--- src/ucr_pkg.sv ---
// Constants and types for the control request decoder
// Overview of operation
// - Vendor read: type c0, code 05
// - Read returns exactly length bytes from offset
// - Vendor write: type 40, code 05, stores bytes
// - Set address adopts value field address
// - Clear feature index 00 clears control halt
// - Clear feature 81, 02, 83 clears halts
// - Set feature halts bulk and interrupt endpoints
// - Set interface zero, alternate zero accepted
// - Device set feature 01 enables wake-up
// - Device clear feature 01 disables wake-up
package ucr_pkg;

  // ==========================================================
  // Setup packet field positions (byte lanes of 64-bit word)
  // ==========================================================
  localparam int unsigned TYPE_LSB   = 0;
  localparam int unsigned CODE_LSB   = 8;
  localparam int unsigned VALUE_LSB  = 16;
  localparam int unsigned INDEX_LSB  = 32;
  localparam int unsigned LENGTH_LSB = 48;

  // ==========================================================
  // Request types and codes
  // ==========================================================
  localparam logic [7:0] TYPE_VEND_IN   = 8'hc0;
  localparam logic [7:0] TYPE_VEND_OUT  = 8'h40;
  localparam logic [7:0] TYPE_DEVICE    = 8'h00;
  localparam logic [7:0] TYPE_INTERFACE = 8'h01;
  localparam logic [7:0] TYPE_ENDPOINT  = 8'h02;
  localparam logic [7:0] CODE_VEND_REG  = 8'h05;
  localparam logic [7:0] CODE_SET_ADDR  = 8'h05;
  localparam logic [7:0] CODE_CLR_FEAT  = 8'h01;
  localparam logic [7:0] CODE_SET_FEAT  = 8'h03;
  localparam logic [7:0] CODE_SET_IFACE = 8'h0b;
  localparam logic [15:0] FEAT_WAKEUP   = 16'h0001;

  // ==========================================================
  // Endpoint index values and halt bit positions
  // ==========================================================
  localparam logic [15:0] IDX_CONTROL   = 16'h0000;
  localparam logic [15:0] IDX_BULK_IN   = 16'h0081;
  localparam logic [15:0] IDX_BULK_OUT  = 16'h0002;
  localparam logic [15:0] IDX_INTR_IN   = 16'h0083;
  localparam logic [15:0] IDX_INTR_IN_H = 16'h8300;
  localparam logic [1:0]  EP_CONTROL    = 2'h0;
  localparam logic [1:0]  EP_BULK_IN    = 2'h1;
  localparam logic [1:0]  EP_BULK_OUT   = 2'h2;
  localparam logic [1:0]  EP_INTR_IN    = 2'h3;

  // ==========================================================
  // Reset values
  // ==========================================================
  localparam logic [6:0]  ADDR_RESET   = 7'h00;
  localparam logic [3:0]  HALT_RESET   = 4'h0;
  localparam logic [15:0] ZERO16       = 16'h0000;
  localparam logic [15:0] ONE16        = 16'h0001;

  // Decoded request kinds
  typedef enum logic [3:0] {
    CMD_UNKNOWN   = 4'b0000,
    CMD_REG_READ  = 4'b0001,
    CMD_REG_WRITE = 4'b0010,
    CMD_SET_ADDR  = 4'b0011,
    CMD_EP_CLEAR  = 4'b0100,
    CMD_EP_SET    = 4'b0101,
    CMD_SET_IFACE = 4'b0110,
    CMD_WAKE_SET  = 4'b0111,
    CMD_WAKE_CLR  = 4'b1000
  } ucr_cmd_e;

  // Data stage sequencer states
  typedef enum logic [2:0] {
    ST_IDLE    = 3'b000,
    ST_RD_STRB = 3'b001,
    ST_RD_CAPT = 3'b010,
    ST_RD_SEND = 3'b011,
    ST_WR_WAIT = 3'b100
  } ucr_state_e;

endpackage

--- src/ucr_setup_if.sv ---
// Carrier between setup decoder and request sequencer
interface ucr_setup_if;
  logic             setup_valid;
  logic [63:0]      setup_word;
  logic             dec_valid;
  ucr_pkg::ucr_cmd_e dec_cmd;
  logic [15:0]      dec_value;
  logic [15:0]      dec_length;
  logic [1:0]       dec_ep;

  modport decoder (
    input  setup_valid, setup_word,
    output dec_valid, dec_cmd, dec_value, dec_length, dec_ep
  );
  modport sequencer (
    output setup_valid, setup_word,
    input  dec_valid, dec_cmd, dec_value, dec_length, dec_ep
  );
endinterface

--- src/ucr_setup_decoder.sv ---
// Setup packet classifier with registered result
module ucr_setup_decoder (
  // Clock, reset, enable
  input  wire logic     ref_clk_in,
  input  wire logic     rst_n_in,
  input  wire logic     ce_in,
  // Setup packet and decoded request
  ucr_setup_if.decoder  sif
);

  // ==========================================================
  // Field extraction
  // ==========================================================
  logic [7:0]  req_type;
  logic [7:0]  req_code;
  logic [15:0] req_value;
  logic [15:0] req_index;
  logic [15:0] req_length;
  logic        no_data;

  assign req_type   = sif.setup_word[ucr_pkg::TYPE_LSB +: 8];
  assign req_code   = sif.setup_word[ucr_pkg::CODE_LSB +: 8];
  assign req_value  = sif.setup_word[ucr_pkg::VALUE_LSB +: 16];
  assign req_index  = sif.setup_word[ucr_pkg::INDEX_LSB +: 16];
  assign req_length = sif.setup_word[ucr_pkg::LENGTH_LSB +: 16];
  assign no_data    = (req_length == ucr_pkg::ZERO16);

  // Endpoint index to halt bit; bit 2 flags an unknown index
  function automatic logic [2:0] ep_sel(input logic [15:0] idx);
    unique case (idx)
      ucr_pkg::IDX_CONTROL:   ep_sel = {1'b0, ucr_pkg::EP_CONTROL};
      ucr_pkg::IDX_BULK_IN:   ep_sel = {1'b0, ucr_pkg::EP_BULK_IN};
      ucr_pkg::IDX_BULK_OUT:  ep_sel = {1'b0, ucr_pkg::EP_BULK_OUT};
      ucr_pkg::IDX_INTR_IN,
      ucr_pkg::IDX_INTR_IN_H: ep_sel = {1'b0, ucr_pkg::EP_INTR_IN};
      default:                ep_sel = 3'h4;
    endcase
  endfunction

  logic [2:0]        ep_hit;
  ucr_pkg::ucr_cmd_e cmd_d;

  assign ep_hit = ep_sel(req_index);

  // Classify the request
  always_comb begin
    cmd_d = ucr_pkg::CMD_UNKNOWN;
    if (req_type == ucr_pkg::TYPE_VEND_IN &&
        req_code == ucr_pkg::CODE_VEND_REG &&
        req_index == ucr_pkg::ZERO16) begin
      cmd_d = ucr_pkg::CMD_REG_READ;
    end
    else if (req_type == ucr_pkg::TYPE_VEND_OUT &&
             req_code == ucr_pkg::CODE_VEND_REG &&
             req_index == ucr_pkg::ZERO16) begin
      cmd_d = ucr_pkg::CMD_REG_WRITE;
    end
    else if (no_data && req_type == ucr_pkg::TYPE_DEVICE &&
             req_index == ucr_pkg::ZERO16) begin
      if (req_code == ucr_pkg::CODE_SET_ADDR && !req_value[7] &&
          req_value[15:8] == 8'h00) begin
        cmd_d = ucr_pkg::CMD_SET_ADDR;
      end
      else if (req_code == ucr_pkg::CODE_SET_FEAT &&
               req_value == ucr_pkg::FEAT_WAKEUP) begin
        cmd_d = ucr_pkg::CMD_WAKE_SET;
      end
      else if (req_code == ucr_pkg::CODE_CLR_FEAT &&
               req_value == ucr_pkg::FEAT_WAKEUP) begin
        cmd_d = ucr_pkg::CMD_WAKE_CLR;
      end
    end
    else if (no_data && req_type == ucr_pkg::TYPE_ENDPOINT &&
             req_value == ucr_pkg::ZERO16 && !ep_hit[2]) begin
      if (req_code == ucr_pkg::CODE_CLR_FEAT) begin
        cmd_d = ucr_pkg::CMD_EP_CLEAR;
      end
      else if (req_code == ucr_pkg::CODE_SET_FEAT &&
               ep_hit[1:0] != ucr_pkg::EP_CONTROL) begin
        cmd_d = ucr_pkg::CMD_EP_SET;
      end
    end
    else if (no_data && req_type == ucr_pkg::TYPE_INTERFACE &&
             req_code == ucr_pkg::CODE_SET_IFACE &&
             req_value == ucr_pkg::ZERO16 &&
             req_index == ucr_pkg::ZERO16) begin
      cmd_d = ucr_pkg::CMD_SET_IFACE;
    end
  end

  // Register the decoded request
  always_ff @(posedge ref_clk_in) begin
    if (!rst_n_in) begin
      sif.dec_valid  <= 1'b0;
      sif.dec_cmd    <= ucr_pkg::CMD_UNKNOWN;
      sif.dec_value  <= ucr_pkg::ZERO16;
      sif.dec_length <= ucr_pkg::ZERO16;
      sif.dec_ep     <= ucr_pkg::EP_CONTROL;
    end else if (ce_in) begin
      sif.dec_valid  <= sif.setup_valid;
      if (sif.setup_valid) begin
        sif.dec_cmd    <= cmd_d;
        sif.dec_value  <= req_value;
        sif.dec_length <= req_length;
        sif.dec_ep     <= ep_hit[1:0];
      end
    end
  end

endmodule

--- src/ucr_request_decoder.sv ---
// Control endpoint request sequencer and register access
module ucr_request_decoder (
  // Clock, reset, enable
  input  wire logic        ref_clk_in,
  input  wire logic        rst_n_in,
  input  wire logic        ce_in,
  // Setup packet from the usb serial engine
  input  wire logic        setup_valid_in,
  input  wire logic [63:0] setup_in,
  // Data stage, device to host
  output logic             in_valid_out,
  output logic [7:0]       in_data_out,
  input  wire logic        in_ready_in,
  // Data stage, host to device
  input  wire logic        out_valid_in,
  input  wire logic [7:0]  out_data_in,
  output logic             out_ready_out,
  // Request outcome
  output logic             done_out,
  output logic             stall_out,
  // Internal register space
  output logic             reg_rd_out,
  output logic             reg_wr_out,
  output logic [15:0]      reg_addr_out,
  output logic [7:0]       reg_wdata_out,
  input  wire logic [7:0]  reg_rdata_in,
  // Device state
  output logic [6:0]       device_address_out,
  output logic [3:0]       ep_halt_out,
  output logic             remote_wakeup_out,
  output logic             iface_set_out
);

  // ==========================================================
  // Decoder instance
  // ==========================================================
  ucr_setup_if sif ();

  assign sif.setup_valid = setup_valid_in;
  assign sif.setup_word  = setup_in;

  ucr_setup_decoder u_dec (
    .ref_clk_in (ref_clk_in),
    .rst_n_in   (rst_n_in),
    .ce_in      (ce_in),
    .sif        (sif)
  );

  // ==========================================================
  // Sequencer state
  // ==========================================================
  ucr_pkg::ucr_state_e state_q;
  logic [15:0]         ptr_q;       // Next register offset
  logic [15:0]         left_q;      // Bytes still to move
  logic                new_rd;
  logic                new_wr;
  logic                last_byte;

  assign new_rd    = sif.dec_valid &&
                     sif.dec_cmd == ucr_pkg::CMD_REG_READ;
  assign new_wr    = sif.dec_valid &&
                     sif.dec_cmd == ucr_pkg::CMD_REG_WRITE;
  assign last_byte = (left_q == ucr_pkg::ONE16);

  // State, pointer and byte count; a new setup aborts any transfer
  always_ff @(posedge ref_clk_in) begin
    if (!rst_n_in) begin
      state_q <= ucr_pkg::ST_IDLE;
      ptr_q   <= ucr_pkg::ZERO16;
      left_q  <= ucr_pkg::ZERO16;
    end else if (ce_in) begin
      if (new_rd || new_wr) begin
        ptr_q  <= sif.dec_value;
        left_q <= sif.dec_length;
        if (sif.dec_length == ucr_pkg::ZERO16) begin
          state_q <= ucr_pkg::ST_IDLE;
        end else if (new_rd) begin
          state_q <= ucr_pkg::ST_RD_STRB;
        end else begin
          state_q <= ucr_pkg::ST_WR_WAIT;
        end
      end else if (sif.dec_valid) begin
        state_q <= ucr_pkg::ST_IDLE;
      end else begin
        unique case (state_q)
          ucr_pkg::ST_IDLE: begin
            state_q <= ucr_pkg::ST_IDLE;
          end
          ucr_pkg::ST_RD_STRB: begin
            state_q <= ucr_pkg::ST_RD_CAPT;
          end
          ucr_pkg::ST_RD_CAPT: begin
            state_q <= ucr_pkg::ST_RD_SEND;
          end
          ucr_pkg::ST_RD_SEND: begin
            if (in_ready_in) begin
              ptr_q   <= ptr_q + ucr_pkg::ONE16;
              left_q  <= left_q - ucr_pkg::ONE16;
              state_q <= last_byte ? ucr_pkg::ST_IDLE
                                   : ucr_pkg::ST_RD_STRB;
            end
          end
          ucr_pkg::ST_WR_WAIT: begin
            if (out_valid_in) begin
              ptr_q   <= ptr_q + ucr_pkg::ONE16;
              left_q  <= left_q - ucr_pkg::ONE16;
              state_q <= last_byte ? ucr_pkg::ST_IDLE
                                   : ucr_pkg::ST_WR_WAIT;
            end
          end
          default: begin
            state_q <= ucr_pkg::ST_IDLE;
          end
        endcase
      end
    end
  end

  // ==========================================================
  // Register space strobes
  // ==========================================================
  // read strobes walk consecutive offsets
  always_ff @(posedge ref_clk_in) begin
    if (!rst_n_in) begin
      reg_rd_out    <= 1'b0;
      reg_wr_out    <= 1'b0;
      reg_addr_out  <= ucr_pkg::ZERO16;
      reg_wdata_out <= 8'h00;
    end else if (ce_in) begin
      reg_rd_out <= 1'b0;
      reg_wr_out <= 1'b0;
      if (new_rd && sif.dec_length != ucr_pkg::ZERO16) begin
        reg_rd_out   <= 1'b1;
        reg_addr_out <= sif.dec_value;
      end else if (!sif.dec_valid &&
                   state_q == ucr_pkg::ST_RD_SEND &&
                   in_ready_in && !last_byte) begin
        reg_rd_out   <= 1'b1;
        reg_addr_out <= ptr_q + ucr_pkg::ONE16;
      end else if (!sif.dec_valid &&
                   state_q == ucr_pkg::ST_WR_WAIT && out_valid_in) begin
        // word pairs arrive as two byte writes
        reg_wr_out    <= 1'b1;
        reg_addr_out  <= ptr_q;
        reg_wdata_out <= out_data_in;
      end
    end
  end

  // ==========================================================
  // Data stage handshakes
  // ==========================================================
  // Present one read byte, accept host bytes while writing
  always_ff @(posedge ref_clk_in) begin
    if (!rst_n_in) begin
      in_valid_out  <= 1'b0;
      in_data_out   <= 8'h00;
      out_ready_out <= 1'b0;
    end else if (ce_in) begin
      if (sif.dec_valid) begin
        in_valid_out  <= 1'b0;
        out_ready_out <= new_wr && sif.dec_length != ucr_pkg::ZERO16;
      end else begin
        if (state_q == ucr_pkg::ST_RD_CAPT) begin
          in_valid_out <= 1'b1;
          in_data_out  <= reg_rdata_in;
        end else if (state_q == ucr_pkg::ST_RD_SEND && in_ready_in) begin
          in_valid_out <= 1'b0;
        end
        if (state_q == ucr_pkg::ST_WR_WAIT && out_valid_in && last_byte)
        begin
          out_ready_out <= 1'b0;
        end
      end
    end
  end

  // ==========================================================
  // Outcome pulses
  // ==========================================================
  // Done on completion, stall on an unknown request
  always_ff @(posedge ref_clk_in) begin
    if (!rst_n_in) begin
      done_out  <= 1'b0;
      stall_out <= 1'b0;
    end else if (ce_in) begin
      done_out  <= 1'b0;
      stall_out <= 1'b0;
      if (sif.dec_valid) begin
        stall_out <= (sif.dec_cmd == ucr_pkg::CMD_UNKNOWN);
        done_out  <= (sif.dec_cmd != ucr_pkg::CMD_UNKNOWN) &&
                     ((!new_rd && !new_wr) ||
                      sif.dec_length == ucr_pkg::ZERO16);
      end else if (last_byte &&
                   ((state_q == ucr_pkg::ST_RD_SEND && in_ready_in) ||
                    (state_q == ucr_pkg::ST_WR_WAIT && out_valid_in)))
      begin
        done_out <= 1'b1;
      end
    end
  end

  // ==========================================================
  // Device state updates
  // ==========================================================
  // Address, halts, wake-up and interface selection
  always_ff @(posedge ref_clk_in) begin
    if (!rst_n_in) begin
      device_address_out <= ucr_pkg::ADDR_RESET;
      ep_halt_out        <= ucr_pkg::HALT_RESET;
      remote_wakeup_out  <= 1'b0;
      iface_set_out      <= 1'b0;
    end else if (ce_in && sif.dec_valid) begin
      unique case (sif.dec_cmd)
        ucr_pkg::CMD_SET_ADDR: begin
          device_address_out <= sif.dec_value[6:0];
        end
        ucr_pkg::CMD_EP_CLEAR: begin
          ep_halt_out[sif.dec_ep] <= 1'b0;
        end
        ucr_pkg::CMD_EP_SET: begin
          ep_halt_out[sif.dec_ep] <= 1'b1;
        end
        ucr_pkg::CMD_SET_IFACE: begin
          iface_set_out <= 1'b1;
        end
        ucr_pkg::CMD_WAKE_SET: begin
          remote_wakeup_out <= 1'b1;
        end
        ucr_pkg::CMD_WAKE_CLR: begin
          remote_wakeup_out <= 1'b0;
        end
        default: begin
          iface_set_out <= iface_set_out;
        end
      endcase
    end
  end

endmodule

--- config.mk ---
export PLATFORM = sky130hd
export DESIGN_NAME = ucr_request_decoder
export DESIGN_NICKNAME = d
export VERILOG_FILES = /design/src/ucr_pkg.sv /design/src/ucr_setup_if.sv /design/src/ucr_setup_decoder.sv /design/src/ucr_request_decoder.sv
export SDC_FILE = /design/constraint.sdc
export NUM_CORES = 1
export LEC_CHECK = 0
export ABC_AREA = 1
export ABC_CLOCK_PERIOD_IN_PS = 2400
export BUFFER_PORTS_ARGS = -buffer_cell sky130_fd_sc_hd__buf_2
export CORE_MARGIN = 4
export CORE_UTILIZATION = 55
export DETAILED_ROUTE_END_ITERATION = 12
export PLACE_DENSITY = 0.8
export SYNTH_ARGS = -nofsm -noshare
export SYNTH_HDL_FRONTEND = slang
export SYNTH_SLANG_ARGS = --single-unit
--- constraint.sdc ---
create_clock -name ref_clk_in -period 2.4 [get_ports ref_clk_in]
set_input_delay 0.24 -clock ref_clk_in [delete_from_list [all_inputs] [get_ports ref_clk_in]]
set_output_delay 0.24 -clock ref_clk_in [all_outputs]
set_load 0.02 [all_outputs]
-- Word level (Yosys, flattened, before mapping)
Cells that the tools add are included.
- add/sub/neg operators: 2
- magnitude comparators: 2
- eq/ne operators: 31
- mux-type cells: 50
- bitwise operators: 6
- reductions and logical operators: 73
- operators with widths (kind ; count):
    $mux W16 ; 11
    $logic_not A16 Y1 ; 4
    $pmux W16 S2 ; 2
    $logic_and A1 B1 Y1 ; 35
    $eq A16 B1 Y1 const B ; 2
    $eq A16 B8 Y1 const B ; 2
    $mux W4 ; 8
    $mux W3 ; 9
    $pmux W3 S4 ; 2
    $add A16 B1 Y16 const B ; 1
    $eq A16 B16 Y1 const B ; 1
    $eq A16 B2 Y1 const B ; 1
    $eq A4 B3 Y1 const B ; 4
    $eq A8 B1 Y1 const B ; 2
    $eq A8 B2 Y1 const B ; 2
    $logic_not A8 Y1 ; 2
    $reduce_and A2 Y1 ; 8
    $reduce_bool A16 Y1 ; 1
    $sub A16 B1 Y16 const B ; 1
    $mux W1 ; 15
    $reduce_bool A3 Y1 ; 3
    $eq A4 B2 Y1 const B ; 2
    $eq A8 B3 Y1 const B ; 1
    $eq A8 B4 Y1 const B ; 1
    other kinds (28) ; 44
- bits in registers: 125
- input bits: 86
- output and inout bits: 51
- word-level logic and storage cells: 185

-- Depth between registers and ports, before layout
Gate-level depths: netlist of run 1.
- depth in word-level cells: 11
- gate-level depth with buffers: 13
- depth with buffers taken out: 13

-- Hierarchy
A second synthesis of run 1 with hierarchy kept.
- cell total of the unflattened synthesis: 1055
- area total of the unflattened synthesis: 6876.6 um^2
- modules (own cells, without submodules) (module ; instances ; cells each ; area an instance (um^2)):
    ucr_request_decoder ; 1 ; 744 ; 4853.4
    ucr_setup_decoder ; 1 ; 311 ; 2023.2

-- Worst setup path after synthesis of run 1
OpenSTA, ideal clock, no wires.
- path type: register -> register
- start point: register left_q[10]
- end point: register reg_addr_out[10]
- setup time: 115 ps
- arrival time: 1475 ps
- required time: 2285 ps
- path slack: 811 ps
- stages on the path, launching flop included: 12
- clock period less this slack: 1589 ps
- path through: dfxtp_1 -> nor2_4 -> nand2_1 -> nor2_1 -> nand4_2 -> nand2_4 -> nand2_2 -> nand2_2 -> nand2_2 -> buf_2 -> o21ai_1 -> nor2_1
- longest elaborated chain between the ends: 5
- ends and longest elaborated chain (item ; line ; RTL):
    from (decl) ; ucr_request_decoder.sv:54 ; logic [15:0] left_q;
    from (signal assigned) ; ucr_request_decoder.sv:70 ; left_q <= ucr_pkg::ZERO16;
    from (signal assigned) ; ucr_request_decoder.sv:74 ; left_q <= sif.dec_length;
    from (signal assigned) ; ucr_request_decoder.sv:98 ; left_q <= left_q - ucr_pkg::ONE16;
    $eq A16 B1 Y1 * ; ucr_request_decoder.sv:63 ; assign last_byte = (left_q == ucr_pkg::ONE16);
    $logic_not A1 Y1 * ; ucr_request_decoder.sv:137 ; in_ready_in && !last_byte) begin
    $logic_and A1 B1 Y1 * ; ucr_request_decoder.sv:137 ;
    $reduce_bool A3 Y1 (no source line) / $mux W16 (equally long branches) ; -- ;
    $reduce_and A2 Y1 (no source line) / $mux W16 (equally long branches) ; -- ;
    to (signal assigned) ; ucr_request_decoder.sv:134 ; reg_addr_out <= sif.dec_value;
    to (signal assigned) ; ucr_request_decoder.sv:139 ; reg_addr_out <= ptr_q + ucr_pkg::ONE16;
    to (signal assigned) ; ucr_request_decoder.sv:144 ; reg_addr_out <= ptr_q;
    to (decl) ; ucr_request_decoder.sv:24 ; output logic [15:0] reg_addr_out,
Mark *: on every way between the ends. The rest lies on a longest branch, timed or not.
A chain may end at the register's enable or synchronous reset.

-- Worst setup path in the final report of run 1
- start point: register left_q[10]
- end point: register reg_addr_out[2]
The elaborated chain is that of the path after synthesis.

==> results of run 1 <==
-- registers in the layout (all words and copies together) (netlist names), 2 cells and up, named ones only --
signal and count:
u_dec.sif.dec_length 16, reg_addr_out 16, left_q 16, reg_wdata_out 8, ptr_q 16, device_address_out 7
u_dec.sif.dec_value 16, u_dec.sif.dec_ep 2, u_dec.sif.dec_cmd 4, in_data_out 8, state_q 3
-- per-layer routing --
metal	up-vias	track usage, %	wire length [um]
met3	37	5.76	1280
met1	3127	35.7	8000
met5	-	0	0
met4	0	9.63	419
li1	3529	-	-
met2	239	40.4	7940
-- cells in the final DEF (no fill, tap or decap), types with 12 or more instances in the layout --
cell type,synthesis,layout
o211ai_1,12,12
buf_4,0,13
nand3_1,44,44
dfxtp_1,125,125
xor2_1,15,15
nor2_1,210,210
nand2_1,181,181
buf_2,14,136
nor3_1,13,13
o21ai_1,34,34
a21oi_1,94,94
o21ai_0,92,92
inv_1,93,93
clkbuf_16,0,17
-- stage by stage --
stage,util (%),std cells
2_1_floorplan,-,1006
3_3_place_gp,63.2,1256
3_5_place_dp,63.2,1256
4_1_cts,68.1,1288
5_1_grt,68.1,1288
6_report,68.1,1288
-- worst max-delay path, delay by kind of cell, from the launching register on --
kind / cells / cell delay [ns]
AO/OA/AOI/OAI: 2 / 0.19
buffers and inverters: 1 / 0.25
flip-flops: 1 / 0.36
AND/OR/NAND/NOR: 8 / 1.27
-- kinds of logic (layout without fill, tap and decap cells) --
group           Yosys count  count (layout)
buf+inv                 141             280
flops                   125             125
simple gates            477             477
mux                       1               1
fa+ha+maj                 3               3
compound gates          241             241
xor+xnor                 18              18
-- layout make-up --
| cell class | count | area (um^2) | area share [%] |
|---|---|---|---|
| Timing Repair Buffer | 149 | 778 | 9.93 |
| Tap cell | 143 | 179 | 2.28 |
| Sequential cell | 125 | 2500 | 31.9 |
| Inverter | 99 | 373 | 4.76 |
| Clock inverter | 13 | 108 | 1.37 |
| Clock buffer | 19 | 453 | 5.78 |
| Multi-Input combinational cell | 740 | 3450 | 44.0 |
-- where the power goes --
part	switching (W)	internal (W)
Combinational	0.000499	0.000297
Sequential	0.0000846	0.00218
Clock	0.00102	0.00139
-- worst paths after layout --
path / end / depth (start not counted)
worst max-delay path: reg_addr_out[2] / 11
worst min-delay path: in_data_out[6] / 3
worst max register to register: reg_addr_out[2] / 11
worst min register to register: flip-flop / 2
==> results.md, run 1 <==
* Status: completed
* CTS Buf Count at 17
* Setup TNS at 0 ns
* Reg2Reg Launch Point: left_q[10]
* First-pass iteration count of the detailed router at 5
* First-pass GRT wire length at around 29 mm
* PnR Total Power at between 0.005 and 0.006 W
* Drt wl/cell at 13.7 um
* Worst-path clk slew at ~0.060 ns
* Max Clk Rate at approximately 0.46 GHz
* Number of DRC markers in iteration 0 at between 400 and 500
* Final ANT Viol Nets at 0
* Final Max Slew Viols at 0
* Vias/cell at 5.38
* I/O Buffers at 136
* RSZ-0062 raised after global routing: no
* Setup Viol. Count Final at 0
* CTS tree: built
* Crit path arrival time at 2.50 ns
* Final Hold Vio Count at 0
* Largest family of logic cells by synthesized area: simple AND/OR/NAND/NOR gates
* Max_slew headroom at between 50% and 60%
* Post-synth EDFFs at 0
* Ys async rst share at 0%
* Die W at 117 um
* Synth warn at 0
* Slowest stage delay, CP at 0.36 ns
* Post-synth top area share at a little under two fifths
* P per Cell Area at roughly 700 nW/um^2
* Starting Density at 56.6%
* Filler Cells Inserted at about 1000
* Worst setup EP type: flip-flop
* Post-CTS setup buffers at 0
* Global route overflow at 0
* CP max FO at 13
* Leak at between 3 and 4 nW
* Minimum clock period at between 2 and 2.5 ns
* Mux contribution to synthesized area at 0.154%
* WL final at 17.6 mm
* Nets at ~1200
* Register area share after synthesis at between 30% and 40%
* Synth Instances at approximately 1000
* Worst VDD drop at between 0.4 and 0.5 mV
* Hold Startpoint: reg_rdata_in[6]
* Most frequent cell on the critical path: nand2_2
* Core area at 11500 um^2
* Die area at approximately 14000 um^2
* Setup crit start: left_q[10]
* Worst skew pair latency at between 0.4 and 0.5 ns
* Worst hold path type: input port to flip-flop
* Crit Path Class: flip-flop to flip-flop
* Skew final at 0.00600 ns
* Die Y at about 120 um
* # IOs at around 140
* Vias in the first global route at 6277
* Synth Register Bits at approximately 130
* Maxcap violations at 0
* Area grow syn2layout at 20.2%
* Detailed placement HPWL at ~13 mm
* Top cells by count, synth: nor2_1, nand2_1, dfxtp_1
* Synth top area cells: dfxtp_1, nor2_1, nand2_1, a21oi_1, o21ai_0
* Worst hold margin at around 0.040 ns
* Largest net degree at the start of global routing at 52
* Global placement routability congestion at 0.950
* CTS max path bufs at 2
* Simple-Gate Fraction of Synth Area at 30.5%
* DP Area at between 7000 and 8000 um^2
* Worst path slowest cell: dfxtp_1
* Clock Tree Root: clkbuf_16
* Crit path required time at approximately 2.7 ns
* Post-Synth XOR/XNOR Area at between 2 and 2.5%
* Ys flop type: dfxtp_1
* R2r setup slk at 0.20 ns
* Netlist cell types at 36
* Site Rows at 39
* Diode count at 0
* CP Cell Sequence: nor2_4 > nand2_1 > nor2_1 > nand4_2 > nand2_4 > nand2_2 > nand2_2 > nand2_2 > buf_4 > o21ai_1 > a21oi_1
* H-Tree Depth at 4
* Initial antenna violation count at 0
* Yosys top cell by area: dfxtp_1
* Final Instance Area at roughly 7800 um^2
* Post-CTS Hold Buffers at 0
* Synth Area per Inst at 6.48 um^2
* DP Worst Slack at around 0.24 ns
* Worst-margin pin slew at 0.641 ns
* Mapped Nets at about 1100
* GRT Total Usage at a little over a quarter
* Share of cells above drive strength 1 at about 18%
* Post-cts sizing count at 0
* DRC errors left at 0
* Clock sinks at between 100 and 150
* Fin worst setup slack at roughly 0.20 ns
* Crit share post-route at between 90% and 100%
* Adder-cell share of the synthesized area at less than 1%
* Mapped Area at 6520 um^2
* Startpoint class of the critical path: flip-flop
* Most common cell in the synthesized netlist: nor2_1
* Vias after detailed routing at between 6000 and 7000
* Synth Area in Compound Gates at approximately a fifth
(Power assumes the default switching activity.)
==> run 2, diff against run 1 <==
--- a/config.mk
+++ b/config.mk
@@ -5,13 +5,12 @@
 export SDC_FILE = /design/constraint.sdc
 export NUM_CORES = 1
 export LEC_CHECK = 0
-export ABC_AREA = 1
 export ABC_CLOCK_PERIOD_IN_PS = 2400
 export BUFFER_PORTS_ARGS = -buffer_cell sky130_fd_sc_hd__buf_2
 export CORE_MARGIN = 4
 export CORE_UTILIZATION = 55
 export DETAILED_ROUTE_END_ITERATION = 12
-export PLACE_DENSITY = 0.8
+export PLACE_DENSITY = 0.81
 export SYNTH_ARGS = -nofsm -noshare
 export SYNTH_HDL_FRONTEND = slang
 export SYNTH_SLANG_ARGS = --single-unit
==> run 2 against run 1 <==
  * Clock skew is 0.0015 ns lower
  * Sequential share of layout area is 0.52 points higher
  * Final cell count is 15% lower
  * Total power is 3.5% lower
  * Clock power is 8.3% higher
  * Largest power group unchanged
==> results.md, run 2 <==
* Status: completed (unchanged)
* Area grow syn2layout at 24.9% (was 20.2%)
* Max Clk Rate at 0.467 GHz (was 0.455 GHz)
* Commonest non-fill, non-tap cell in the layout: nand2_1 (was nor2_1)
* Top cells by count, synth: nand2_1, dfxtp_1, a21oi_1 (was nor2_1, nand2_1, dfxtp_1)
* Vias after detailed routing at 6564 (was 6932)
* CP Cell Sequence: or3_1 > nand4b_1 > nand2_1 > buf_4 > nand2_1 > o221ai_1 > o22ai_1 (was nor2_4 > nand2_1 > nor2_1 > nand4_2 > nand2_4 > nand2_2 > nand2_2 > nand2_2 > buf_4 > o21ai_1 > a21oi_1)
* Ys async rst share at 0% (unchanged)
* Mapped Area at 6180 um^2 (was 6520 um^2)
* Post-CTS setup buffers at 0 (unchanged)
* Crit path required time at 2.67 ns (was 2.70 ns)
* Worst hold margin at 0.0542 ns (was 0.0400 ns)
* Crit share post-route at 89.3% (was 91.6%)
* Final Hold Vio Count at 0 (unchanged)
* Dpl cells at 1057 (was 1256)
* Number of DRC markers in iteration 0 at 710 (was 426)
* Most frequent cell on the critical path: nand2_1 (was nand2_2)
* CTS max path bufs at 2 (unchanged)
* Cell count of the worst reg-to-reg path at 7 (was 11)
* Worst skew pair latency at 0.42 ns (about the same)
* GRT Total Usage at 27.4% (was 26.0%)
* Setup TNS at 0 ns (unchanged)
* Levels on crit path at 7 (was 11)
* Die Y at 114 um (was 117 um)
* Worst setup EP type: flip-flop (unchanged)
* Clock sinks at 125 (unchanged)
* Core area at 10900 um^2 (was 11500 um^2)
* Final ANT Viol Nets at 0 (unchanged)
* Starting Density at 56.5% (was 56.6%)
* Layout Cells excl Fill at 1089 (was 1288)
* Fin worst setup slack at 0.257 ns (was 0.203 ns)
* First-pass GRT wire length at 29.0 mm (was 28.7 mm)
* Post-synth EDFFs at 0 (unchanged)
* Vias in the first global route at 6064 (was 6277)
* Startpoint class of the critical path: flip-flop (unchanged)
* WHS Path Cells at 3 (unchanged)
* Leak at 3.17 nW (was 3.58 nW)
* Vias/cell at 6.03 (was 5.38)
* Global placement routability congestion at 0.917 (was 0.950)
* Post-synth top area share at 40.5% (was 38.4%)
* Worst VDD drop at 0.418 mV (was 0.453 mV)
* Hold Startpoint: out_data_in[3] (was reg_rdata_in[6])
* Setup crit start: left_q[10] (unchanged)
* Synth Area per Inst at 7.65 um^2 (was 6.48 um^2)
* Reg2Reg Launch Point: left_q[10] (unchanged)
* Minimum clock period at 2.14 ns (was 2.20 ns)
* Mapped Nets at 896 (was 1095)
* Site Rows at 38 (was 39)
* Die area at 13000 um^2 (was 13700 um^2)
* Crit Path Class: flip-flop to flip-flop (unchanged)
* Initial antenna violation count at 0 (unchanged)
* Clock Tree Root: clkbuf_16 (unchanged)
* Skew final at 0.00454 ns (was 0.00600 ns)
* Largest net degree at the start of global routing at 71 (was 52)
* RSZ-0062 raised after global routing: no (unchanged)
* Nets at 1025 (was 1221)
* Synth Register Bits at 125 (unchanged)
* CP max FO at 23 (was 13)
* Worst-path clk slew at 0.06 ns (about the same)
* Synth Instances at 807 (was 1006)
* DRC errors left at 0 (unchanged)
* First-pass iteration count of the detailed router at 6 (was 5)
* Maxcap violations at 0 (unchanged)
* Max_slew headroom at 61.4% (was 56.9%)
* Final Max Slew Viols at 0 (unchanged)
* Setup Viol. Count Final at 0 (unchanged)
* Global route overflow at 0 (unchanged)
* Diode count at 0 (unchanged)
* # IOs at 137 (unchanged)
* Netlist cell types at 59 (was 36)
* Share of cells above drive strength 1 at 22.3% (was 18.0%)
* CTS tree: built (unchanged)
* DP Worst Slack at 0.0310 ns (was 0.245 ns)
* Synth top area cells: dfxtp_1, nand2_1, a21oi_1, mux2i_1, nor2_1 (was dfxtp_1, nor2_1, nand2_1, a21oi_1, o21ai_0)
* Drt wl/cell at 16.4 um (was 13.7 um)
* Die W at 114 um (was 117 um)
* Ys flop type: dfxtp_1 (unchanged)
* Synth warn at 0 (unchanged)
* Most frequent cells in the layout: nand2_1, buf_2, dfxtp_1, a21oi_1, nor2_1 (was nor2_1, nand2_1, buf_2, dfxtp_1, a21oi_1)
* Worst path slowest cell: or3_1 (was dfxtp_1)
* H-Tree Depth at 4 (unchanged)
* Slowest stage delay, CP at 0.45 ns (was 0.36 ns)
* Register area share after synthesis at 40.5% (was 38.4%)
* Worst-margin pin slew at 0.579 ns (was 0.641 ns)
* Crit path buf inv count at 1 (unchanged)
* P per Cell Area at 685 nW/um^2 (was 698 nW/um^2)
* Crit path arrival time at 2.41 ns (was 2.50 ns)
* Yosys top cell by area: dfxtp_1 (unchanged)
* WL final at 17.9 mm (was 17.6 mm)
* Detailed placement HPWL at 12.6 mm (was 12.7 mm)
* Most common cell in the synthesized netlist: nand2_1 (was nor2_1)
* CTS Buf Count at 17 (unchanged)
* CP top delay family: simple AND/OR/NAND/NOR gates (unchanged)
* Worst hold path type: input port to flip-flop (unchanged)
* I/O Buffers at 136 (unchanged)
## run 2: cell count changes after synthesis, sizes merged, moves of 12 or more
cell,before,now
xor2,15,2
o31ai,1,13
o21ai,128,44
nor2,218,74
mux2i,1,30
a31oi,5,20
clkbuf,24,50
inv,97,9
nand2,186,140
nor4,2,22
## run 2: area by class of cell
| type | count | area, um^2 |
|---|---|---|
| Clock buffer | 19 | 443 |
| Inverter | 9 | 33.8 |
| Multi-Input combinational cell | 615 | 3430 |
| Sequential cell | 125 | 2500 |
| Tap cell | 140 | 175 |
| Timing Repair Buffer | 168 | 958 |
| Clock inverter | 13 | 166 |
| Fill cell | 877 | 3220 |
## run 2: cell families after synthesis
group | after synthesis | share of synthesized area (%)
adder cells (fa/ha/maj) | 3 | 0.608
XOR/XNOR | 3 | 0.426
AND/OR/NAND/NOR | 355 | 27.3
flip-flops | 125 | 40.5
buffers and inverters | 67 | 4.17
AO/OA/AOI/OAI | 223 | 22.0
multiplexers | 31 | 5.04
## run 2: layer usage
metal | vias up | global-route usage (%) | share of wire, % | routed length, um
met1 | 3043 | 37.7 | 44 | 7860
met3 | 28 | 7.16 | 8.5 | 1510
met2 | 296 | 42.2 | 46 | 8220
li1 | 3197 | - | - | -
met4 | 0 | 8.39 | 1.6 | 292
met5 | - | 0 | 0 | 0
## run 2: timing repair
| action | CTS | global route |
|---|---|---|
| endpoints found under the setup margin | 1 | 0 |
| gates resized for setup | 1 | 0 |
| hold endpoints to repair | 0 | 0 |
| hold buffers | 0 | 0 |
## run 2: path summary, 6_finish.rpt
path                      end  slack [ns]
min reg2reg  reg_wdata_out[1]        0.46
max reg2reg   reg_addr_out[0]        0.26
min          reg_wdata_out[3]        0.05
max           reg_addr_out[0]        0.26
## run 2: report_power, final
part | leakage (nW) | internal (W) | total [W] | switching (W)
logic | 1.88 | 0.000199 | 0.000489 | 0.000291
clock network | 0.278 | 0.00166 | 0.00261 | 0.000945
registers | 1.01 | 0.00213 | 0.00219 | 0.0000556
total | 3.17 | 0.00399 | 0.00528 | 0.00129
## run 2: worst min-delay path, cell delays in order
cell     delay [ns]
buf_2          0.07
mux2i_1        0.05
nor2_1         0.07
## run 2: metrics by stage
stage	util [%]	power [W]	instance area [um^2]
4_1_cts	70.5	0.00531	7710
3_5_place_dp	64.9	0.00270	7100
5_1_grt	70.5	0.00547	7710
2_1_floorplan	-	0.00249	6180
6_report	70.5	0.00528	7710
3_3_place_gp	64.9	0.00270	7100
